<file path="src/core/csor_pkg.sv">
// Package of field positions, reset values and carriers for the core status and option registers.
package csor_pkg;
   // Status register field positions.
   localparam int STAT_C_BIT     = 0;
   localparam int STAT_DC_BIT    = 1;
   localparam int STAT_Z_BIT     = 2;
   localparam int STAT_PD_BIT    = 3;
   localparam int STAT_TO_BIT    = 4;
   localparam int STAT_PAGE_BIT  = 5;
   localparam int STAT_CMPW_BIT  = 6;
   localparam int STAT_PINW_BIT  = 7;
   // Option register field positions.
   localparam int OPT_WAKE_BIT   = 7;
   localparam int OPT_PULL_BIT   = 6;
   localparam int OPT_SRC_BIT    = 5;
   localparam int OPT_EDGE_BIT   = 4;
   localparam int OPT_PSA_BIT    = 3;
   localparam int OPT_RATE_LSB   = 0;
   localparam int OPT_RATE_MSB   = 2;
   // Reset value, flag masks, page span and pin count.
   localparam logic [7:0] OPTION_RESET = 8'hff;
   localparam logic [7:0] ALU_FLAG_MASK = 8'h07;
   localparam logic [7:0] HW_FLAG_MASK  = 8'h18;
   localparam logic [9:0] PAGE_SPAN     = 10'h200;
   localparam int PIN_COUNT = 8;

   // Kind of reset that the core reports.
   typedef enum logic [3:0] {
      CSOR_RST_POWER = 4'h1,
      CSOR_RST_PINW  = 4'h2,
      CSOR_RST_CMPW  = 4'h4,
      CSOR_RST_OTHER = 4'h8
   } csor_rst_e;

   // ALU result flags offered by an executing instruction.
   typedef struct packed {
      logic update;
      logic zero;
      logic digitCarry;
      logic carry;
   } csor_alu_s;

   // Hardware events from the watchdog and instruction decoder.
   typedef struct packed {
      logic watchdogClear;
      logic sleepExec;
      logic watchdogTimeout;
   } csor_evt_s;

   // Decoded option fields.
   typedef struct packed {
      logic       pinWakeEnableN;
      logic       pullupEnableN;
      logic       timerClockSource;
      logic       timerEdgeSelect;
      logic       prescalerAssign;
      logic [2:0] prescalerRate;
   } csor_opt_s;
endpackage

</file>
<file path="src/core/csor_regs.sv">
// Core status and option register bank with pin override logic.
// Function
// [RL1] Flag-updating instructions writing status keep Z, DC, C from the result.
// [RL2] Writes to time-out and power-down flags are ignored.
// [RL3] Software alters status only with bit-set, bit-clear or move-to-file.
// [RL4] Bit 7 set on pin-change wake reset, cleared on other resets.
// [RL5] Bit 6 set on comparator wake reset, cleared on other resets.
// [RL6] Bit 5 selects upper or lower 512-location program page.
// [RL7] Software should not use the page bit as general storage.
// [RL8] Time-out set on power-up, watchdog clear, sleep; cleared on time-out.
// [RL9] Power-down set on power-up and watchdog clear; cleared by sleep.
// [RL10] Zero flag set when result is zero, else cleared.
// [RL11] Digit carry from bit 3; on subtract it is inverted borrow.
// [RL12] Carry on add, no-borrow on subtract, LSb or MSb on rotates.
// [RL13] Option is eight bits, write-only, loaded from working register.
// [RL14] Every reset sets all option bits to one.
// [RL15] Output-direction pins lose wake-up and pull-up.
// [RL16] Timer clock source one forces timer clock pin to input.
// [RL17] Option bit 7 low enables pin-change wake-up.
// [RL18] Option bit 6 low enables weak pull-ups.
// [RL19] Option bit 5 selects external pin or instruction clock.
// [RL20] Option bit 4 selects falling or rising edge.
// [RL21] Option bit 3 assigns prescaler to watchdog or Timer0.
// [RL22] Rate n divides Timer0 by 2^(n+1), watchdog by 2^n; the 8-bit timer0Divide reads zero at rate 7.
// [RL23] Reset clears the page preselect bit.
`timescale 1ns/1ps
module csor_regs
   import csor_pkg::*;
(
   // Clock and reset.
   input  wire logic                 clk_sys,
   input  wire logic                 sys_rst,
   input  wire csor_pkg::csor_rst_e  rstCause,
   // Instruction core side, sampled on the instruction clock enable.
   input  wire logic                 instrEn,
   input  wire logic                 statusWrite,
   input  wire logic [7:0]           statusWdata,
   input  wire logic                 aluExec,
   input  wire logic [1:0]           aluOp,
   input  wire logic [7:0]           aluOpA,
   input  wire logic [7:0]           aluOpB,
   input  wire logic                 optionLoad,
   input  wire logic [7:0]           workingReg,
   input  wire csor_pkg::csor_evt_s  events,
   // Port direction control, one bit per pin, low is output.
   input  wire logic [7:0]           directionControl,
   input  wire logic [7:0]           wakePinMask,
   input  wire logic [7:0]           timerPinMask,
   // Register and decoded outputs.
   output logic [7:0]                aluAndResetFlags,
   output logic [7:0]                aluResult,
   output csor_pkg::csor_opt_s       options,
   output logic [7:0]                pinWakeEnable,
   output logic [7:0]                pinPullupEnable,
   output logic [7:0]                pinForceInput,
   output logic [7:0]                timer0Divide,
   output logic [7:0]                watchdogDivide,
   output logic [9:0]                pageBase
);
   import csor_pkg::*;

   logic [7:0] optionReg;
   logic [7:0] next_status;
   logic [7:0] next_result;
   csor_alu_s  aluFlags;

   // Flag arithmetic sits in its own module so the core can reuse it.
   csor_flag_calc u_calc (
      .opA     (aluOpA),
      .opB     (aluOpB),
      .op      (aluOp),
      .carryIn (aluAndResetFlags[STAT_C_BIT]),
      .flags   (aluFlags),
      .result  (next_result)
   );

   // Power of two used for both prescaler readouts.
   function automatic logic [7:0] pow2(input logic [2:0] n);
      pow2 = 8'h01 << n;
   endfunction

   // Writable bits of a status write; hardware bits are masked out.
   wire [7:0] wrMask = aluExec ? ~(ALU_FLAG_MASK | HW_FLAG_MASK)
                               : ~HW_FLAG_MASK;           // [RL1] [RL2]
   wire [7:0] wrStatus = (aluAndResetFlags & ~wrMask)
                       | (statusWdata & wrMask);          // [RL3]

   // Hardware events win over software writes on the same cycle.
   always_comb begin
      next_status = statusWrite ? wrStatus : aluAndResetFlags;
      if (aluExec) begin
         next_status[STAT_Z_BIT]  = aluFlags.zero;        // [RL1] [RL10]
         next_status[STAT_DC_BIT] = aluFlags.digitCarry;  // [RL11]
         next_status[STAT_C_BIT]  = aluFlags.carry;       // [RL12]
      end
      if (events.watchdogClear) begin
         next_status[STAT_TO_BIT] = 1'b1;                 // [RL8]
         next_status[STAT_PD_BIT] = 1'b1;                 // [RL9]
      end
      if (events.sleepExec) begin
         next_status[STAT_TO_BIT] = 1'b1;                 // [RL8]
         next_status[STAT_PD_BIT] = 1'b0;                 // [RL9]
      end
      if (events.watchdogTimeout) begin
         next_status[STAT_TO_BIT] = 1'b0;                 // [RL8]
      end
   end

   // Reset loads cause flags; ALU flags are unknown at power-up so
   // they are left unchanged across reset to mirror silicon.
   always_ff @(posedge clk_sys) begin
      if (sys_rst) begin
         aluAndResetFlags[STAT_PINW_BIT] <=
            (rstCause == CSOR_RST_PINW);                  // [RL4]
         aluAndResetFlags[STAT_CMPW_BIT] <=
            (rstCause == CSOR_RST_CMPW);                  // [RL5]
         aluAndResetFlags[STAT_PAGE_BIT] <= 1'b0;         // [RL23]
         if (rstCause == CSOR_RST_POWER) begin
            aluAndResetFlags[STAT_TO_BIT] <= 1'b1;        // [RL8]
            aluAndResetFlags[STAT_PD_BIT] <= 1'b1;        // [RL9]
         end
      end else if (instrEn) begin
         aluAndResetFlags <= next_status;
      end
   end

   // Option register is only loaded from the working register.
   always_ff @(posedge clk_sys) begin
      if (sys_rst) begin
         optionReg <= OPTION_RESET;                       // [RL14]
      end else if (instrEn && optionLoad) begin
         optionReg <= workingReg;                         // [RL13]
      end
   end

   // Registered ALU result for the core.
   always_ff @(posedge clk_sys) begin
      if (sys_rst) begin
         aluResult <= 8'h00;
      end else if (instrEn && aluExec) begin
         aluResult <= next_result;
      end
   end

   // Field decode of the option register.
   wire [2:0] rateSel = optionReg[OPT_RATE_MSB:OPT_RATE_LSB];
   wire wakeOn = ~optionReg[OPT_WAKE_BIT];                // [RL17]
   wire pullOn = ~optionReg[OPT_PULL_BIT];                // [RL18]
   wire extClk = optionReg[OPT_SRC_BIT];                  // [RL19]
   wire toWdt  = optionReg[OPT_PSA_BIT];                  // [RL21]
   wire [7:0] next_wake  = {PIN_COUNT{wakeOn}} & wakePinMask
                         & directionControl;              // [RL15]
   wire [7:0] next_pull  = {PIN_COUNT{pullOn}} & wakePinMask
                         & directionControl;              // [RL15]
   wire [7:0] next_force = {PIN_COUNT{extClk}} & timerPinMask; // [RL16]
   // Unassigned side runs undivided.
   wire [7:0] next_t0div = toWdt ? 8'h01
                         : 8'(pow2(rateSel) << 1);        // [RL22]
   wire [7:0] next_wddiv = toWdt ? pow2(rateSel) : 8'h01; // [RL22]
   wire [9:0] next_page  = aluAndResetFlags[STAT_PAGE_BIT] ? PAGE_SPAN
                                                           : 10'h000; // [RL6]

   // Outputs are registered so downstream timing stays one flop deep.
   always_ff @(posedge clk_sys) begin
      if (sys_rst) begin
         options         <= csor_opt_s'(OPTION_RESET);
         pinWakeEnable   <= 8'h00;
         pinPullupEnable <= 8'h00;
         pinForceInput   <= 8'h00;
         timer0Divide    <= 8'h01;
         watchdogDivide  <= 8'h01;
         pageBase        <= 10'h000;
      end else begin
         options         <= csor_opt_s'(optionReg);       // [RL20]
         pinWakeEnable   <= next_wake;
         pinPullupEnable <= next_pull;
         pinForceInput   <= next_force;
         timer0Divide    <= next_t0div;
         watchdogDivide  <= next_wddiv;
         pageBase        <= next_page;
      end
   end

   // Checks of the register behaviour.
   a_opt_reset: assert property (@(posedge clk_sys)
      sys_rst |=> optionReg == 8'hff)                      // [RL14]
      else $error("option not all ones after reset");
   a_opt_load: assert property (@(posedge clk_sys) disable iff (sys_rst)
      instrEn && optionLoad |=> optionReg == $past(workingReg)) // [RL13]
      else $error("option load lost");
   a_page_reset: assert property (@(posedge clk_sys)
      sys_rst |=> !aluAndResetFlags[5])                    // [RL23]
      else $error("page bit not cleared");
   a_pin_wake: assert property (@(posedge clk_sys)
      sys_rst |=> aluAndResetFlags[7] == ($past(rstCause) == CSOR_RST_PINW))
      else $error("pin wake flag wrong");                  // [RL4]
   a_cmp_wake: assert property (@(posedge clk_sys)
      sys_rst |=> aluAndResetFlags[6] == ($past(rstCause) == CSOR_RST_CMPW))
      else $error("comparator wake flag wrong");           // [RL5]
   a_hw_protect: assert property (@(posedge clk_sys) disable iff (sys_rst)
      instrEn && statusWrite && !events.watchdogClear && !events.sleepExec
      && !events.watchdogTimeout
      |=> $stable(aluAndResetFlags[4:3]))                  // [RL2]
      else $error("hardware flags written");
   a_alu_wins: assert property (@(posedge clk_sys) disable iff (sys_rst)
      instrEn && aluExec |=> aluAndResetFlags[2] == (aluResult == 8'h00))
      else $error("zero flag not from result");            // [RL1]
   a_sleep_flags: assert property (@(posedge clk_sys) disable iff (sys_rst)
      instrEn && events.sleepExec && !events.watchdogTimeout
      |=> aluAndResetFlags[4:3] == 2'b10)                  // [RL8]
      else $error("sleep flags wrong");
   a_clr_flags: assert property (@(posedge clk_sys) disable iff (sys_rst)
      instrEn && events.watchdogClear && !events.sleepExec
      && !events.watchdogTimeout |=> aluAndResetFlags[4:3] == 2'b11)
      else $error("watchdog clear flags wrong");           // [RL9]
   a_out_dir: assert property (@(posedge clk_sys) disable iff (sys_rst)
      ##1 (pinWakeEnable & ~$past(directionControl)) == 8'h00) // [RL15]
      else $error("wake on output pin");
   a_wd_div: assert property (@(posedge clk_sys) disable iff (sys_rst)
      optionReg[3] |=> watchdogDivide == pow2($past(optionReg[2:0])))
      else $error("watchdog divide wrong");                // [RL22]

   c_opt_load:  cover property (@(posedge clk_sys) instrEn && optionLoad);
   c_sleep:     cover property (@(posedge clk_sys) instrEn && events.sleepExec);
   c_stat_alu:  cover property (@(posedge clk_sys)
      instrEn && statusWrite && aluExec);
   c_wake_rst:  cover property (@(posedge clk_sys)
      sys_rst && rstCause == CSOR_RST_PINW);
endmodule

</file>
<file path="src/core/csor_flag_calc.sv">
// ALU flag arithmetic for add, subtract and rotate results.
`timescale 1ns/1ps
module csor_flag_calc
   import csor_pkg::*;
(
   // Operands and operation.
   input  wire logic [7:0] opA,
   input  wire logic [7:0] opB,
   input  wire logic [1:0] op,
   input  wire logic       carryIn,
   // Result and flags.
   output csor_alu_s       flags,
   output logic [7:0]      result
);
   // Opcode 0 add, 1 subtract b-a, 2 rotate right, 3 rotate left.
   wire [8:0] sum  = {1'b0, opA} + {1'b0, opB};
   wire [8:0] diff = {1'b0, opB} - {1'b0, opA};
   wire [4:0] sumLo  = {1'b0, opA[3:0]} + {1'b0, opB[3:0]};
   wire [4:0] diffLo = {1'b0, opB[3:0]} - {1'b0, opA[3:0]};

   // Subtraction flags are inverted borrows, so set means no borrow.
   always_comb begin
      flags.update     = 1'b1;
      flags.digitCarry = 1'b0;
      case (op)
         2'h0: begin
            result           = sum[7:0];
            flags.carry      = sum[8];           // [RL12]
            flags.digitCarry = sumLo[4];         // [RL11]
         end
         2'h1: begin
            result           = diff[7:0];
            flags.carry      = ~diff[8];         // [RL12]
            flags.digitCarry = ~diffLo[4];       // [RL11]
         end
         2'h2: begin
            result      = {carryIn, opB[7:1]};
            flags.carry = opB[0];                // [RL12]
         end
         default: begin
            result      = {opB[6:0], carryIn};
            flags.carry = opB[7];                // [RL12]
         end
      endcase
      flags.zero = (result == 8'h00);            // [RL10]
   end
endmodule

</file>
<file path="config.mk">
export PLATFORM = sky130hd
export DESIGN_NAME = csor_regs
export DESIGN_NICKNAME = d
export VERILOG_FILES = /design/src/core/csor_pkg.sv /design/src/core/csor_regs.sv /design/src/core/csor_flag_calc.sv
export SDC_FILE = /design/constraint.sdc
export NUM_CORES = 1
export LEC_CHECK = 0
export ABC_CLOCK_PERIOD_IN_PS = 2400
export BUFFER_PORTS_ARGS = -buffer_cell sky130_fd_sc_hd__buf_2
export CORE_UTILIZATION = 43
export DETAILED_ROUTE_END_ITERATION = 10
export PLACE_DENSITY_LB_ADDON = 0.15
export SLEW_MARGIN = 30
export SYNTH_ARGS = -nofsm -noshare
export SYNTH_HDL_FRONTEND = slang
export SYNTH_SLANG_ARGS = --single-unit
</file>
<file path="constraint.sdc">
create_clock -name clk_sys -period 2.4 [get_ports clk_sys]
set_input_delay 0.48 -clock clk_sys [delete_from_list [all_inputs] [get_ports clk_sys]]
set_output_delay 0.48 -clock clk_sys [all_outputs]
set_load 0.01 [all_outputs]
</file>
# Word level (Yosys, flattened, before mapping)
# Cells that the tools add are included.
[op_classes]
addsub = 4
eq_ne = 6
shift = 1
mux = 14
bitwise = 15
reduce_logical = 16
[op_table]
columns = ["cell", "count"]
rows = [
  ["$and 8x8->8", 7],
  ["$pmux 8 s3", 1],
  ["$mux 8", 2],
  ["$mux 10", 1],
  ["$add 8x8->9", 1],
  ["$reduce_and 3->1", 3],
  ["$sub 8x8->9", 1],
  ["$logic_not 8->1", 1],
  ["$not 8->8", 1],
  ["$or 8x8->8", 1],
  ["$shl 1x3->8 const A", 1],
  ["$mux 2", 3],
  ["$mux 3", 2],
  ["$not 1->1", 6],
  ["$reduce_bool 2->1", 3],
  ["$add 4x4->5", 1],
  ["$mux 5", 1],
  ["$reduce_bool 5->1", 1],
  ["$sub 4x4->5", 1],
  ["$eq 4x1->1 const B", 1],
  ["$eq 4x2->1 const B", 1],
  ["$eq 4x3->1 const B", 1],
  ["$reduce_and 2->1", 2],
  ["$reduce_bool 4->1", 1],
  ["other kinds (9)", 12],
]
[word_totals]
regBits = 82
out_inout_bits = 74

# Depth between registers and ports, before layout
# Gate-level depths: netlist of run 1.
[logic_depth]
ltp_word = 10
depth_mapped = 9
depth_no_buf = 9

# Cells and area by module
# Synthesis of run 1 repeated with hierarchy kept, for this count alone.
[unflattened]
hier_cells = 369
area_unflattened_um2 = 3542.1
[modules_own_cells]
columns = ["module", "n_inst", "cells_per_inst", "area_per_inst_um2", "seq_area_each_um2"]
rows = [
  ["csor_regs", 1, 230, 2419.8, 1511.4],
  ["csor_flag_calc", 1, 139, 1122.3, 0.0],
]

# Least setup slack after synthesis of run 1
# OpenSTA, ideal clock, no wires.
[synth_path]
path_kind = "input to register"
start = "input port aluOpA[0]"
end = "register aluAndResetFlags[2] (data pin)"
t_arrival_ns = 2.225
path_slack_ns = -0.092
stages = 9
path_buffers = 0
cell_sequence = "ha_1 > inv_1 > fa_1 > o21ba_2 > or4_1 > o21ai_1 > mux2_2 > nand4_1 > o31ai_1"
[synth_via]
elab_chain_cells = 4
[synth_lines]
columns = ["element", "line", "text"]
rows = [
  ["start: declaration", "csor_regs.sv:40", "input wire logic [7:0] aluOpA,"],
  ["$sub 8x8->9 / $add 8x8->9 (equally long branches)", "csor_flag_calc.sv:17, csor_flag_calc.sv:16", ""],
  ["$pmux 8 s3 *", "csor_flag_calc.sv:25", "case (op)"],
  ["$logic_not 8->1 *", "csor_flag_calc.sv:45", "flags.zero = (result == 8'h00);"],
  ["$mux 3 *", "csor_regs.sv:91", "if (aluExec) begin"],
  ["named net next_status[2]", "csor_regs.sv:63", "logic [7:0] next_status;"],
  ["end signal: indexed assignment", "csor_regs.sv:113", "aluAndResetFlags[STAT_PINW_BIT] <="],
  ["end signal: indexed assignment", "csor_regs.sv:115", "aluAndResetFlags[STAT_CMPW_BIT] <="],
  ["end signal: assignment", "csor_regs.sv:123", "aluAndResetFlags <= next_status;"],
  ["end: declaration", "csor_regs.sv:50", "output logic [7:0] aluAndResetFlags,"],
]
# The timed path passes the listed nets; every way through them passes the cells marked *.
# A chain may end at the register's enable or synchronous reset.

# Worst setup path after layout of run 1
[layout_path]
start = "input port aluOpB[0]"
end = "register aluAndResetFlags[2] (data pin)"
[layout_via]
elab_chain_cells = 4
[layout_lines]
columns = ["element", "line", "text"]
rows = [
  ["start: declaration", "csor_regs.sv:41", "input wire logic [7:0] aluOpB,"],
  ["$sub 8x8->9 / $add 8x8->9 (equally long branches)", "csor_flag_calc.sv:17, csor_flag_calc.sv:16", ""],
  ["$pmux 8 s3 *", "csor_flag_calc.sv:25", ""],
  ["$logic_not 8->1 *", "csor_flag_calc.sv:45", ""],
  ["$mux 3 *", "csor_regs.sv:91", ""],
  ["named net next_status[2]", "csor_regs.sv:63", ""],
]
# Marked as above.

==> flow_metrics.env, run 1 <==
export IMPL_first_pass_iters=4
export IMPL_intPower_mw=2.17
export IMPL_power_leakage_nw=2.32
export IMPL_synth_edff_count=7
export IMPL_synthDistinctLibCells=56
export IMPL_grt_usage_pct=21.5
export IMPL_vias=3267
export IMPL_cp_required_ns=2.48
export IMPL_crit_path_start_kind="input pin"
export IMPL_grt_pass1_wl_um=14300
export IMPL_antenna_found_initial=0
export IMPL_fin_setup_tns_ns=0
export IMPL_period_minus_slack_ns=2.30
export IMPL_fill_cells=707
export IMPL_post_place_ws_ns=-0.252
export IMPL_crit_chain="buf_2 -> ha_1 -> inv_1 -> fa_2 -> o21ba_2 -> or4_1 -> o21ai_2 -> mux2_4 -> nand4_1 -> o31ai_1"
export IMPL_diodes=0
export IMPL_setup_violations=0
export IMPL_crit_arrival_ns=2.38
export IMPL_grt_overflow=0
export IMPL_most_common_layout_cells="buf_2 (133), dfxtp_1 (65), nor2_1 (48)"
export IMPL_via_per_inst=4.90
export IMPL_peakVddDrop_v=0.000258
export IMPL_drt_iter0_drc=160
export IMPL_sequentialPowerShare_pct=44.1
export IMPL_ctsRootBufferMaster="clkbuf_8"
export IMPL_rsz0062_at_grt="no"
export IMPL_post_cts_buffers=0
export IMPL_cts_tree="yes"
export IMPL_clk_pin_slew_ns=0.07
export IMPL_finalWirelength_um=8700
export IMPL_cp_slowest_cell="or4_1"
export IMPL_drc=0
export IMPL_mappedNetlistArea_sq_mm=0.00345
export IMPL_cts_max_level=3
export IMPL_die_h_um=91.5
export IMPL_worstSetupPathType="in2reg"
export IMPL_synthArstFlopShare_pct=0
export IMPL_ys_ff_latch=72
export IMPL_status="finished, final reports clean"
export IMPL_die_w_um=91.5
export IMPL_final_common_cell="buf_2"
export IMPL_cap_viol_max_count=0
export IMPL_min_path_type="in2reg"
export IMPL_syn_instance_count=398
export IMPL_worst_r2r_setup_slack_ns=0.86
export IMPL_multiInputGateArea_sq_mm=0.00173
export IMPL_coreArea_sq_mm=0.00773
export IMPL_grt_max_degree=22
export IMPL_hp_start="timerPinMask[5]"
export IMPL_hold_viol=0
export IMPL_holdPathStages=2
export IMPL_fmax_ghz=0.434
export IMPL_start_util_pct=44.6
export IMPL_seqCellArea_sq_mm=0.00151
export IMPL_clkSinkCount=72
export IMPL_rr_worst_depth=6
export IMPL_drv_slew=0
export IMPL_hpwl_um=6860
export IMPL_cp_end_kind="register"
export IMPL_avgSynthCellArea_sq_um=8.66
export IMPL_power_frac_clock_pct=36.8
export IMPL_clkLatencyLatePin_ns=0.34
export IMPL_ys_flop_type="dfxtp_1"
export IMPL_p_comb_share_pct=19.1
export IMPL_drive_above_1_share_pct=36.8
export IMPL_rows=32
export IMPL_fin_skew_ns=0.00628
export IMPL_ys_warn_count=0
export IMPL_seq_area_frac_synth_pct=43.9
export IMPL_crit_fanout=3
export IMPL_power_share_switching_pct=25.7
export IMPL_worst_slack_ns=0.0962
export IMPL_hold_end="pinForceInput[5]$_SDFF_PP0_"
export IMPL_p_per_area_mw_per_mm2=628
export IMPL_grt_pass1_vias=2974
export IMPL_cts_buffers=9
export IMPL_syn2layout_area_growth_pct=35.1
export IMPL_wl_per_cell_um=13.0
export IMPL_max_stage_delay_ns=0.46
export IMPL_finalCritPeriodShare_pct=96.0
export IMPL_postRouteAntennaNets=0
export IMPL_finalNetCount=651
export IMPL_io_buffer_count=133
export IMPL_worstMarginPinSlew_ns=0.502
export IMPL_cts_max_path_buffers=2
export IMPL_num_io_pins=145
export IMPL_gp_congestion=0.953
export IMPL_die_area_sq_mm=0.00838
export IMPL_r2r_start="aluAndResetFlags[0]$_DFFE_PP_"
export IMPL_power_switching_mw=0.752
export IMPL_relSlewSlack_pct=65.6
export IMPL_worstReg2RegEnd="aluAndResetFlags[2]$_DFFE_PP_"
## worst max-delay path: cells and delay by family
family                   cells  cell delay, ns
multiplexers                 1            0.32
buffers and inverters        2            0.16
AO/OA/AOI/OAI                3            0.40
AND/OR/NAND/NOR              2            0.53
adder cells (fa/ha/maj)      2            0.50
## cell families (layout without fill, tap and decap cells)
family | count (synthesis) | count (layout) | share of synthesized area [%]
simple gates | 172 | 172 | 24.3
flops | 72 | 72 | 43.9
compound gates | 70 | 70 | 13.9
buf+inv | 53 | 212 | 7.30
fa+ha+maj | 19 | 19 | 7.33
mux | 7 | 7 | 2.18
xor+xnor | 4 | 4 | 1.02
other cells | 1 | 9 | 0.109
## power groups by stage
stage	Combinational, mW	Sequential (mW)	Clock [mW]
6_report	0.560	1.29	1.08
5_1_grt	0.624	1.30	1.16
4_1_cts	0.556	1.29	1.10
3_5_place_dp	0.553	1.32	0
3_3_place_gp	0.549	1.32	0
2_1_floorplan	0.309	1.33	0
## synthesized netlist by cell type, types with 4 or more instances
cell type,count,area [sq um]
xnor2_1,4,35.0
nand3_1,20,100
edfxtp_1,7,210
dfxtp_1,65,1300
o211a_1,4,40.0
nor2_1,48,180
ha_1,17,213
nand2_1,43,161
o21ai_0,13,65.1
mux2_2,4,45.0
o31ai_1,5,37.5
a31oi_1,5,31.3
a21oi_1,16,80.1
buf_4,11,82.6
and2_1,9,56.3
o21a_1,4,30.0
nor3_1,9,45.0
or2_2,7,43.8
clkbuf_1,14,52.6
nand2b_1,7,43.8
nor2b_1,10,62.6
inv_1,24,90.1
## routing by layer
layer	up-vias	wire length, um	track usage, %
li1	1666	-	-
met1	1474	3940	28.5
met2	114	4150	34.5
met3	13	469	4.52
met4	0	138	7.67
met5	-	0	0
## per-stage QoR
stage,power (mW),cells,utilization [%],hold slack [ns],area (sq um)
5_1_grt,3.08,667,60.2,0.326,4650
2_1_floorplan,1.64,406,-,0.417,3490
6_report,2.92,667,60.2,0.339,4650
3_3_place_gp,1.87,652,57.2,0.431,4420
4_1_cts,2.95,667,60.1,0.320,4640
3_5_place_dp,1.87,652,57.2,0.432,4420
## state kept, by name, indices dropped and copies added, names as in the netlist, 8 cells and up
register	flops
pinPullupEnable	8
aluAndResetFlags	8
options	8
pinForceInput	8
aluResult	8
watchdogDivide	8
pinWakeEnable	8
optionReg	8
## worst max path at each step
stage	from	endpoint	slack [ns]	cells after the start
finish	aluOpB[0]	aluAndResetFlags[2]$_DFFE_PP_	0.1	10
global route	aluOpB[0]	aluAndResetFlags[2]$_DFFE_PP_	0.02	10
CTS	aluOpB[0]	aluAndResetFlags[2]$_DFFE_PP_	0.11	10
detailed placement	aluOpB[0]	aluAndResetFlags[2]$_DFFE_PP_	-0.25	10
global placement	aluOpB[0]	aluAndResetFlags[2]$_DFFE_PP_	-0.24	10
floorplan	aluOpA[0]	aluAndResetFlags[2]$_DFFE_PP_	-0.04	9
## cell type report
type	instances	share of cell area, %
repair buffers	173	20.8
well taps	102	2.74
multi-input cells	281	37.2
inverters	24	1.94
flip-flops and latches	72	32.5
clock inverters	5	1.69
clock buffers	10	3.20
## timing repair
action	in CTS	in global routing
setup endpoints to repair	0	1
hold buffers	0	0
resized for setup	0	4
No activity file was read; power rests on OpenSTA's default activity.
==> inputs of run 2 (changes only) <==
--- a/config.mk
+++ b/config.mk
@@ -9,6 +9,7 @@
 export BUFFER_PORTS_ARGS = -buffer_cell sky130_fd_sc_hd__buf_2
 export CORE_UTILIZATION = 43
 export DETAILED_ROUTE_END_ITERATION = 10
+export MAX_ROUTING_LAYER = met4
 export PLACE_DENSITY_LB_ADDON = 0.15
 export SLEW_MARGIN = 30
 export SYNTH_ARGS = -nofsm -noshare
==> flow_metrics.env, run 2 (synthesis results as in run 1) <==
export IMPL_status="finished, final reports clean"
export IMPL_grt_overflow=0
export IMPL_grt_max_degree=22
export IMPL_drt_iter0_drc=146
export IMPL_power_frac_clock_pct=36.8
export IMPL_crit_path_start_kind="input pin"
export IMPL_die_area_sq_mm=0.00838
export IMPL_worstReg2RegEnd="aluAndResetFlags[2]$_DFFE_PP_"
export IMPL_cts_tree="yes"
export IMPL_power_mw=2.92
export IMPL_worstSetupPathType="in2reg"
export IMPL_cap_viol_max_count=0
export IMPL_cts_max_path_buffers=2
export IMPL_p_per_area_mw_per_mm2=628
export IMPL_num_io_pins=145
export IMPL_rsz0062_at_grt="no"
export IMPL_coreArea_sq_mm=0.00773
export IMPL_first_pass_iters=5
export IMPL_finalCritPeriodShare_pct=95.9
export IMPL_io_buffer_count=133
export IMPL_setup_violations=0
export IMPL_worstSetupStartpoint="aluOpB[0]"
export IMPL_fin_skew_ns=0.00742
export IMPL_clkSinkCount=72
export IMPL_ctsRootBufferMaster="clkbuf_8"
export IMPL_via_per_inst=4.90
export IMPL_relSlewSlack_pct=65.6
export IMPL_p_comb_share_pct=19.1
export IMPL_fmax_ghz=0.434
export IMPL_crit_chain="buf_2 -> ha_1 -> inv_1 -> fa_2 -> o21ba_2 -> or4_1 -> o21ai_2 -> mux2_4 -> nand4_1 -> o31ai_1"
export IMPL_vias=3266
export IMPL_finalNetCount=651
export IMPL_cts_buffers=9
export IMPL_wl_per_cell_um=13.0
export IMPL_drv_slew=0
export IMPL_cp_end_kind="register"
export IMPL_most_common_layout_cells="buf_2 (133), dfxtp_1 (65), nor2_1 (48)"
export IMPL_die_h_um=91.5
export IMPL_drc=0
export IMPL_period_minus_slack_ns=2.30
export IMPL_drive_above_1_share_pct=36.8
export IMPL_antenna_found_initial=0
export IMPL_min_path_type="in2reg"
export IMPL_syn2layout_area_growth_pct=35.1
export IMPL_start_util_pct=44.6
export IMPL_intPower_mw=2.17
export IMPL_crit_fanout=3
export IMPL_hold_viol=0
export IMPL_gp_congestion=0.970
export IMPL_postRouteAntennaNets=0
export IMPL_final_common_cell="buf_2"
export IMPL_rr_worst_depth=6
export IMPL_grt_pass1_wl_um=14200
export IMPL_finalWirelength_um=8690
export IMPL_grt_pass1_vias=2974
export IMPL_rows=32
export IMPL_cp_slowest_cell="or4_1"
export IMPL_sequentialPowerShare_pct=44.1
export IMPL_cp_required_ns=2.48
export IMPL_worst_r2r_setup_slack_ns=0.86
export IMPL_max_stage_delay_ns=0.45
export IMPL_clk_pin_slew_ns=0.07
export IMPL_crit_arrival_ns=2.38
export IMPL_diodes=0
export IMPL_power_share_switching_pct=25.7
export IMPL_power_leakage_nw=2.32
export IMPL_hpwl_um=6860
export IMPL_worstMarginPinSlew_ns=0.504
export IMPL_r2r_start="aluAndResetFlags[0]$_DFFE_PP_"
export IMPL_die_w_um=91.5
export IMPL_grt_usage_pct=22.1
export IMPL_clkLatencyLatePin_ns=0.34
export IMPL_peakVddDrop_v=0.000258
export IMPL_fin_util_pct=60.2
export IMPL_cp_endpoint="aluAndResetFlags[2]$_DFFE_PP_"
export IMPL_cts_max_level=3
export IMPL_power_switching_mw=0.752
-- run 2: worst min-delay path by stage --
stage / end / depth (start not counted) / slack (ns) / startpoint
after global routing: pinForceInput[5]$_SDFF_PP0_ / 2 / 0.33 / timerPinMask[5]
after global placement: options[4]$_SDFF_PP1_ / 1 / 0.43 / optionReg[4]$_SDFFE_PP1P_
final: pinForceInput[5]$_SDFF_PP0_ / 2 / 0.34 / timerPinMask[5]
after detailed placement: options[4]$_SDFF_PP1_ / 1 / 0.43 / optionReg[4]$_SDFFE_PP1P_
after floorplan: options[4]$_SDFF_PP1_ / 1 / 0.42 / optionReg[4]$_SDFFE_PP1P_
after CTS: pinForceInput[5]$_SDFF_PP0_ / 2 / 0.32 / timerPinMask[5]
-- run 2: routing by layer --
metal	wire length [um]	up-vias	global-route usage, %
met3	453	13	4.52
met1	3910	1478	28.4
li1	-	1669	-
met5	0	-	-
met2	4190	106	34.5
met4	137	0	7.67
-- run 2: worst max-delay path: cells and delay by family --
kind | cells | cell delay (ns)
AND/OR/NAND/NOR | 2 | 0.52
adder cells (fa/ha/maj) | 2 | 0.50
AO/OA/AOI/OAI | 3 | 0.39
multiplexers | 1 | 0.32
buffers and inverters | 2 | 0.16
-- run 2: layout make-up --
| cell class | instances | area, sq um |
|---|---|---|
| Fill cell | 707 | 3070 |
| Multi-Input combinational cell | 281 | 1730 |
| Sequential cell | 72 | 1510 |
| Timing Repair Buffer | 173 | 966 |
| Clock buffer | 10 | 149 |
| Tap cell | 102 | 128 |
| Inverter | 24 | 90.1 |
| Clock inverter | 5 | 78.8 |
-- run 2: repair_timing --
item                                    in CTS  in global routing
hold buffers                                 0                  0
endpoints found under the setup margin       0                  1
setup buffers                                0                  0
resized for setup                            0                  4
-- run 2: power groups by stage --
stage / logic (mW) / clock network, mW / registers, mW
final: 0.560 / 1.08 / 1.29
after global routing: 0.623 / 1.15 / 1.30
after CTS: 0.556 / 1.10 / 1.29
after detailed placement: 0.553 / 0 / 1.32
after global placement: 0.549 / 0 / 1.32
after floorplan: 0.309 / 0 / 1.33
-- run 2: metrics by stage --
stage	instances	setup TNS (ns)	area [sq um]	hold slack [ns]	worst slack, ns
after floorplan	406	-0.0353	3490	0.417	-0.0353
after global routing	667	0	4650	0.326	0.0233
final	667	0	4650	0.338	0.0984
after global placement	652	-0.472	4420	0.431	-0.239
after CTS	667	0	4640	0.320	0.107
after detailed placement	652	-0.597	4420	0.432	-0.252
==> inputs of run 3 (changes only) <==
--- a/config.mk
+++ b/config.mk
@@ -5,12 +5,14 @@
 export SDC_FILE = /design/constraint.sdc
 export NUM_CORES = 1
 export LEC_CHECK = 0
+export ABC_AREA = 1
 export ABC_CLOCK_PERIOD_IN_PS = 2400
 export BUFFER_PORTS_ARGS = -buffer_cell sky130_fd_sc_hd__buf_2
 export CORE_UTILIZATION = 43
 export DETAILED_ROUTE_END_ITERATION = 10
 export MAX_ROUTING_LAYER = met4
 export PLACE_DENSITY_LB_ADDON = 0.15
+export SETUP_SLACK_MARGIN = 0.2
 export SLEW_MARGIN = 30
 export SYNTH_ARGS = -nofsm -noshare
 export SYNTH_HDL_FRONTEND = slang
==> flow_metrics.env, run 3 <==
export IMPL_status="finished, final reports clean"
export IMPL_worstSetupPathType="in2reg"
export IMPL_cts_resized=0
export IMPL_clkLatencyLatePin_ns=0.34
export IMPL_rows=32
export IMPL_drt_iter0_drc=160
export IMPL_cts_max_path_buffers=2
export IMPL_hold_viol=0
export IMPL_syn_instance_count=467
export IMPL_fmax_ghz=0.502
export IMPL_clkSinkCount=72
export IMPL_cap_viol_max_count=0
export IMPL_grt_usage_pct=23.0
export IMPL_first_pass_iters=4
export IMPL_clk_pin_slew_ns=0.07
export IMPL_num_io_pins=145
export IMPL_start_util_pct=44.4
export IMPL_ys_ff_latch=72
export IMPL_setup_violations=0
export IMPL_cts_max_level=3
export IMPL_power_leakage_nw=2.40
export IMPL_syn2layout_area_growth_pct=27.2
export IMPL_grt_overflow=0
export IMPL_drc=0
export IMPL_power_frac_clock_pct=36.4
export IMPL_mappedNetlistArea_sq_mm=0.00343
export IMPL_grt_pass1_wl_um=14700
export IMPL_rsz0062_at_grt="no"
export IMPL_finalWirelength_um=8780
export IMPL_coreArea_sq_mm=0.00773
export IMPL_postCtsHoldBufs=0
export IMPL_io_buffer_count=133
export IMPL_final_common_cell="buf_2"
export IMPL_die_w_um=91.4
export IMPL_finalCritPeriodShare_pct=83.1
export IMPL_sequentialPowerShare_pct=46.1
export IMPL_synth_top_area_share_pct=37.9
export IMPL_gp_congestion=0.929
export IMPL_holdPathStages=3
export IMPL_wl_per_cell_um=12.4
export IMPL_hpwl_um=6940
export IMPL_crit_path_start_kind="input pin"
export IMPL_cp_end_kind="register"
export IMPL_netlist_top_cells_count="nand2_1 (114), inv_1 (72), dfxtp_1 (65)"
export IMPL_rr_worst_depth=9
export IMPL_period_minus_slack_ns=1.99
export IMPL_most_common_layout_cells="buf_2 (133), nand2_1 (114), inv_1 (72)"
export IMPL_fin_setup_tns_ns=0
export IMPL_synthArstFlopShare_pct=0
export IMPL_synth_edff_count=7
export IMPL_grt_max_degree=17
export IMPL_hold_slack_ns=0.361
export IMPL_seq_area_frac_synth_pct=44.0
export IMPL_synth_area_leader_cell="dfxtp_1"
export IMPL_post_cts_buffers=0
export IMPL_crit_fanout=3
export IMPL_r2r_start="aluAndResetFlags[0]$_DFFE_PP_"
export IMPL_p_per_area_mw_per_mm2=639
export IMPL_worstReg2RegEnd="aluAndResetFlags[2]$_DFFE_PP_"
export IMPL_crit_arrival_ns=2.20
export IMPL_p_comb_share_pct=17.5
export IMPL_finalNetCount=692
export IMPL_power_switching_mw=0.792
export IMPL_synth_area_top_cells="dfxtp_1 (38%), nand2_1 (12%), inv_1 (7.9%), ha_1 (6.2%), edfxtp_1 (6.1%)"
export IMPL_die_area_sq_mm=0.00835
export IMPL_power_share_switching_pct=28.4
export IMPL_drv_slew=0
export IMPL_postRouteAntennaNets=0
export IMPL_ctsRootBufferMaster="clkbuf_8"
export IMPL_diodes=0
export IMPL_cts_tree="yes"
export IMPL_ys_flop_type="dfxtp_1"
export IMPL_antenna_found_initial=0
export IMPL_worst_r2r_setup_slack_ns=1.05
export IMPL_ys_warn_count=0
export IMPL_intPower_mw=2.00
export IMPL_grt_pass1_vias=3162
export IMPL_vias=3395
export IMPL_via_per_inst=4.79
export IMPL_peakVddDrop_v=0.000432
export IMPL_relSlewSlack_pct=63.5
export IMPL_yosysMostFrequentCell="nand2_1"
export IMPL_drive_above_1_share_pct=26.2
export IMPL_avgSynthCellArea_sq_um=7.35
export IMPL_hp_start="timerPinMask[7]"
export IMPL_fin_skew_ns=0.0135
export IMPL_cts_buffers=9
export IMPL_worstMarginPinSlew_ns=0.534
export IMPL_hold_end="pinForceInput[7]$_SDFF_PP0_"
export IMPL_synthDistinctLibCells=29
export IMPL_cp_required_ns=2.61
export IMPL_die_h_um=91.4
export IMPL_min_path_type="in2reg"
## run 3: cell count changes in the layout (fill, tap and decap cells not counted), moves of 10 or more
cell     change
nand2_1     +71
inv_1       +48
buf_4       -36
nand3_1     +18
nor3_1      +14
nor2b_1     -10
## run 3: power by group through the flow
stage	logic (mW)	registers (mW)	clock network [mW]
floorplan	0.289	1.33	0
global placement	0.479	1.31	0
detailed placement	0.483	1.32	0
CTS	0.487	1.29	1.04
global route	0.556	1.29	1.10
finish	0.487	1.29	1.02
## run 3: area by class of cell
type                       count  area (sq um)
fill                         765          3360
multi-input combinational    309          1550
sequential                    72          1510
timing repair buffer         137           696
inverter                      73           274
clock buffer                  11           153
tap                          102           128
clock inverter                 5          60.1
## run 3: cell families after synthesis
kind of cell / count (synthesis) / synth area share [%]
AO/OA/AOI/OAI: 40 / 6.89
adder cells (fa/ha/maj): 19 / 7.36
buffers and inverters: 94 / 11.8
flip-flops: 72 / 44.0
other: 1 / 0.109
AND/OR/NAND/NOR: 241 / 29.8
## run 3: how the worst max path moves through the flow
stage | from | to | slack, ns | cells after the start
global placement | aluOpB[0] | aluAndResetFlags[2]$_DFFE_PP_ | 0.09 | 15
global route | aluOpB[0] | aluAndResetFlags[2]$_DFFE_PP_ | 0.23 | 15
floorplan | aluOpB[0] | aluAndResetFlags[2]$_DFFE_PP_ | 0.40 | 15
detailed placement | aluOpB[2] | aluAndResetFlags[2]$_DFFE_PP_ | 0.07 | 15
CTS | aluOpB[0] | aluAndResetFlags[2]$_DFFE_PP_ | 0.42 | 14
finish | aluOpB[0] | aluAndResetFlags[2]$_DFFE_PP_ | 0.41 | 14
## run 3: metal layers
layer	wire length, um	vias to the layer above	track usage, %	part of all wire [%]
li1	-	1726	-	-
met1	3990	1510	29.1	45
met2	3980	147	36.7	45
met3	648	12	5.03	7.4
met4	166	0	7.41	1.9
met5	0	-	-	0
## run 3: critical path, cell delays in order
cell and delay [ns]:
buf_2 0.10, inv_1 0.07, ha_1 0.21, fa_1 0.49
inv_1 0.04, nand2_1 0.05, nand2_1 0.06, nor3_2 0.17
nand2_1 0.09, nor2_1 0.10, nand3_1 0.08, nor2_1 0.09
nand3_1 0.11, nand2_1 0.07
## run 3: stage by stage
step           cells  power [mW]  setup WS, ns  area [sq um]  util, %
6_report         709        2.79         0.406          4370     56.5
5_1_grt          709        2.95         0.232          4370     56.5
4_1_cts          709        2.81         0.418          4370     56.5
3_5_place_dp     693        1.80        0.0671          4150     53.8
3_3_place_gp     693        1.79        0.0861          4150     53.8
2_1_floorplan    475        1.62         0.401          3460        -
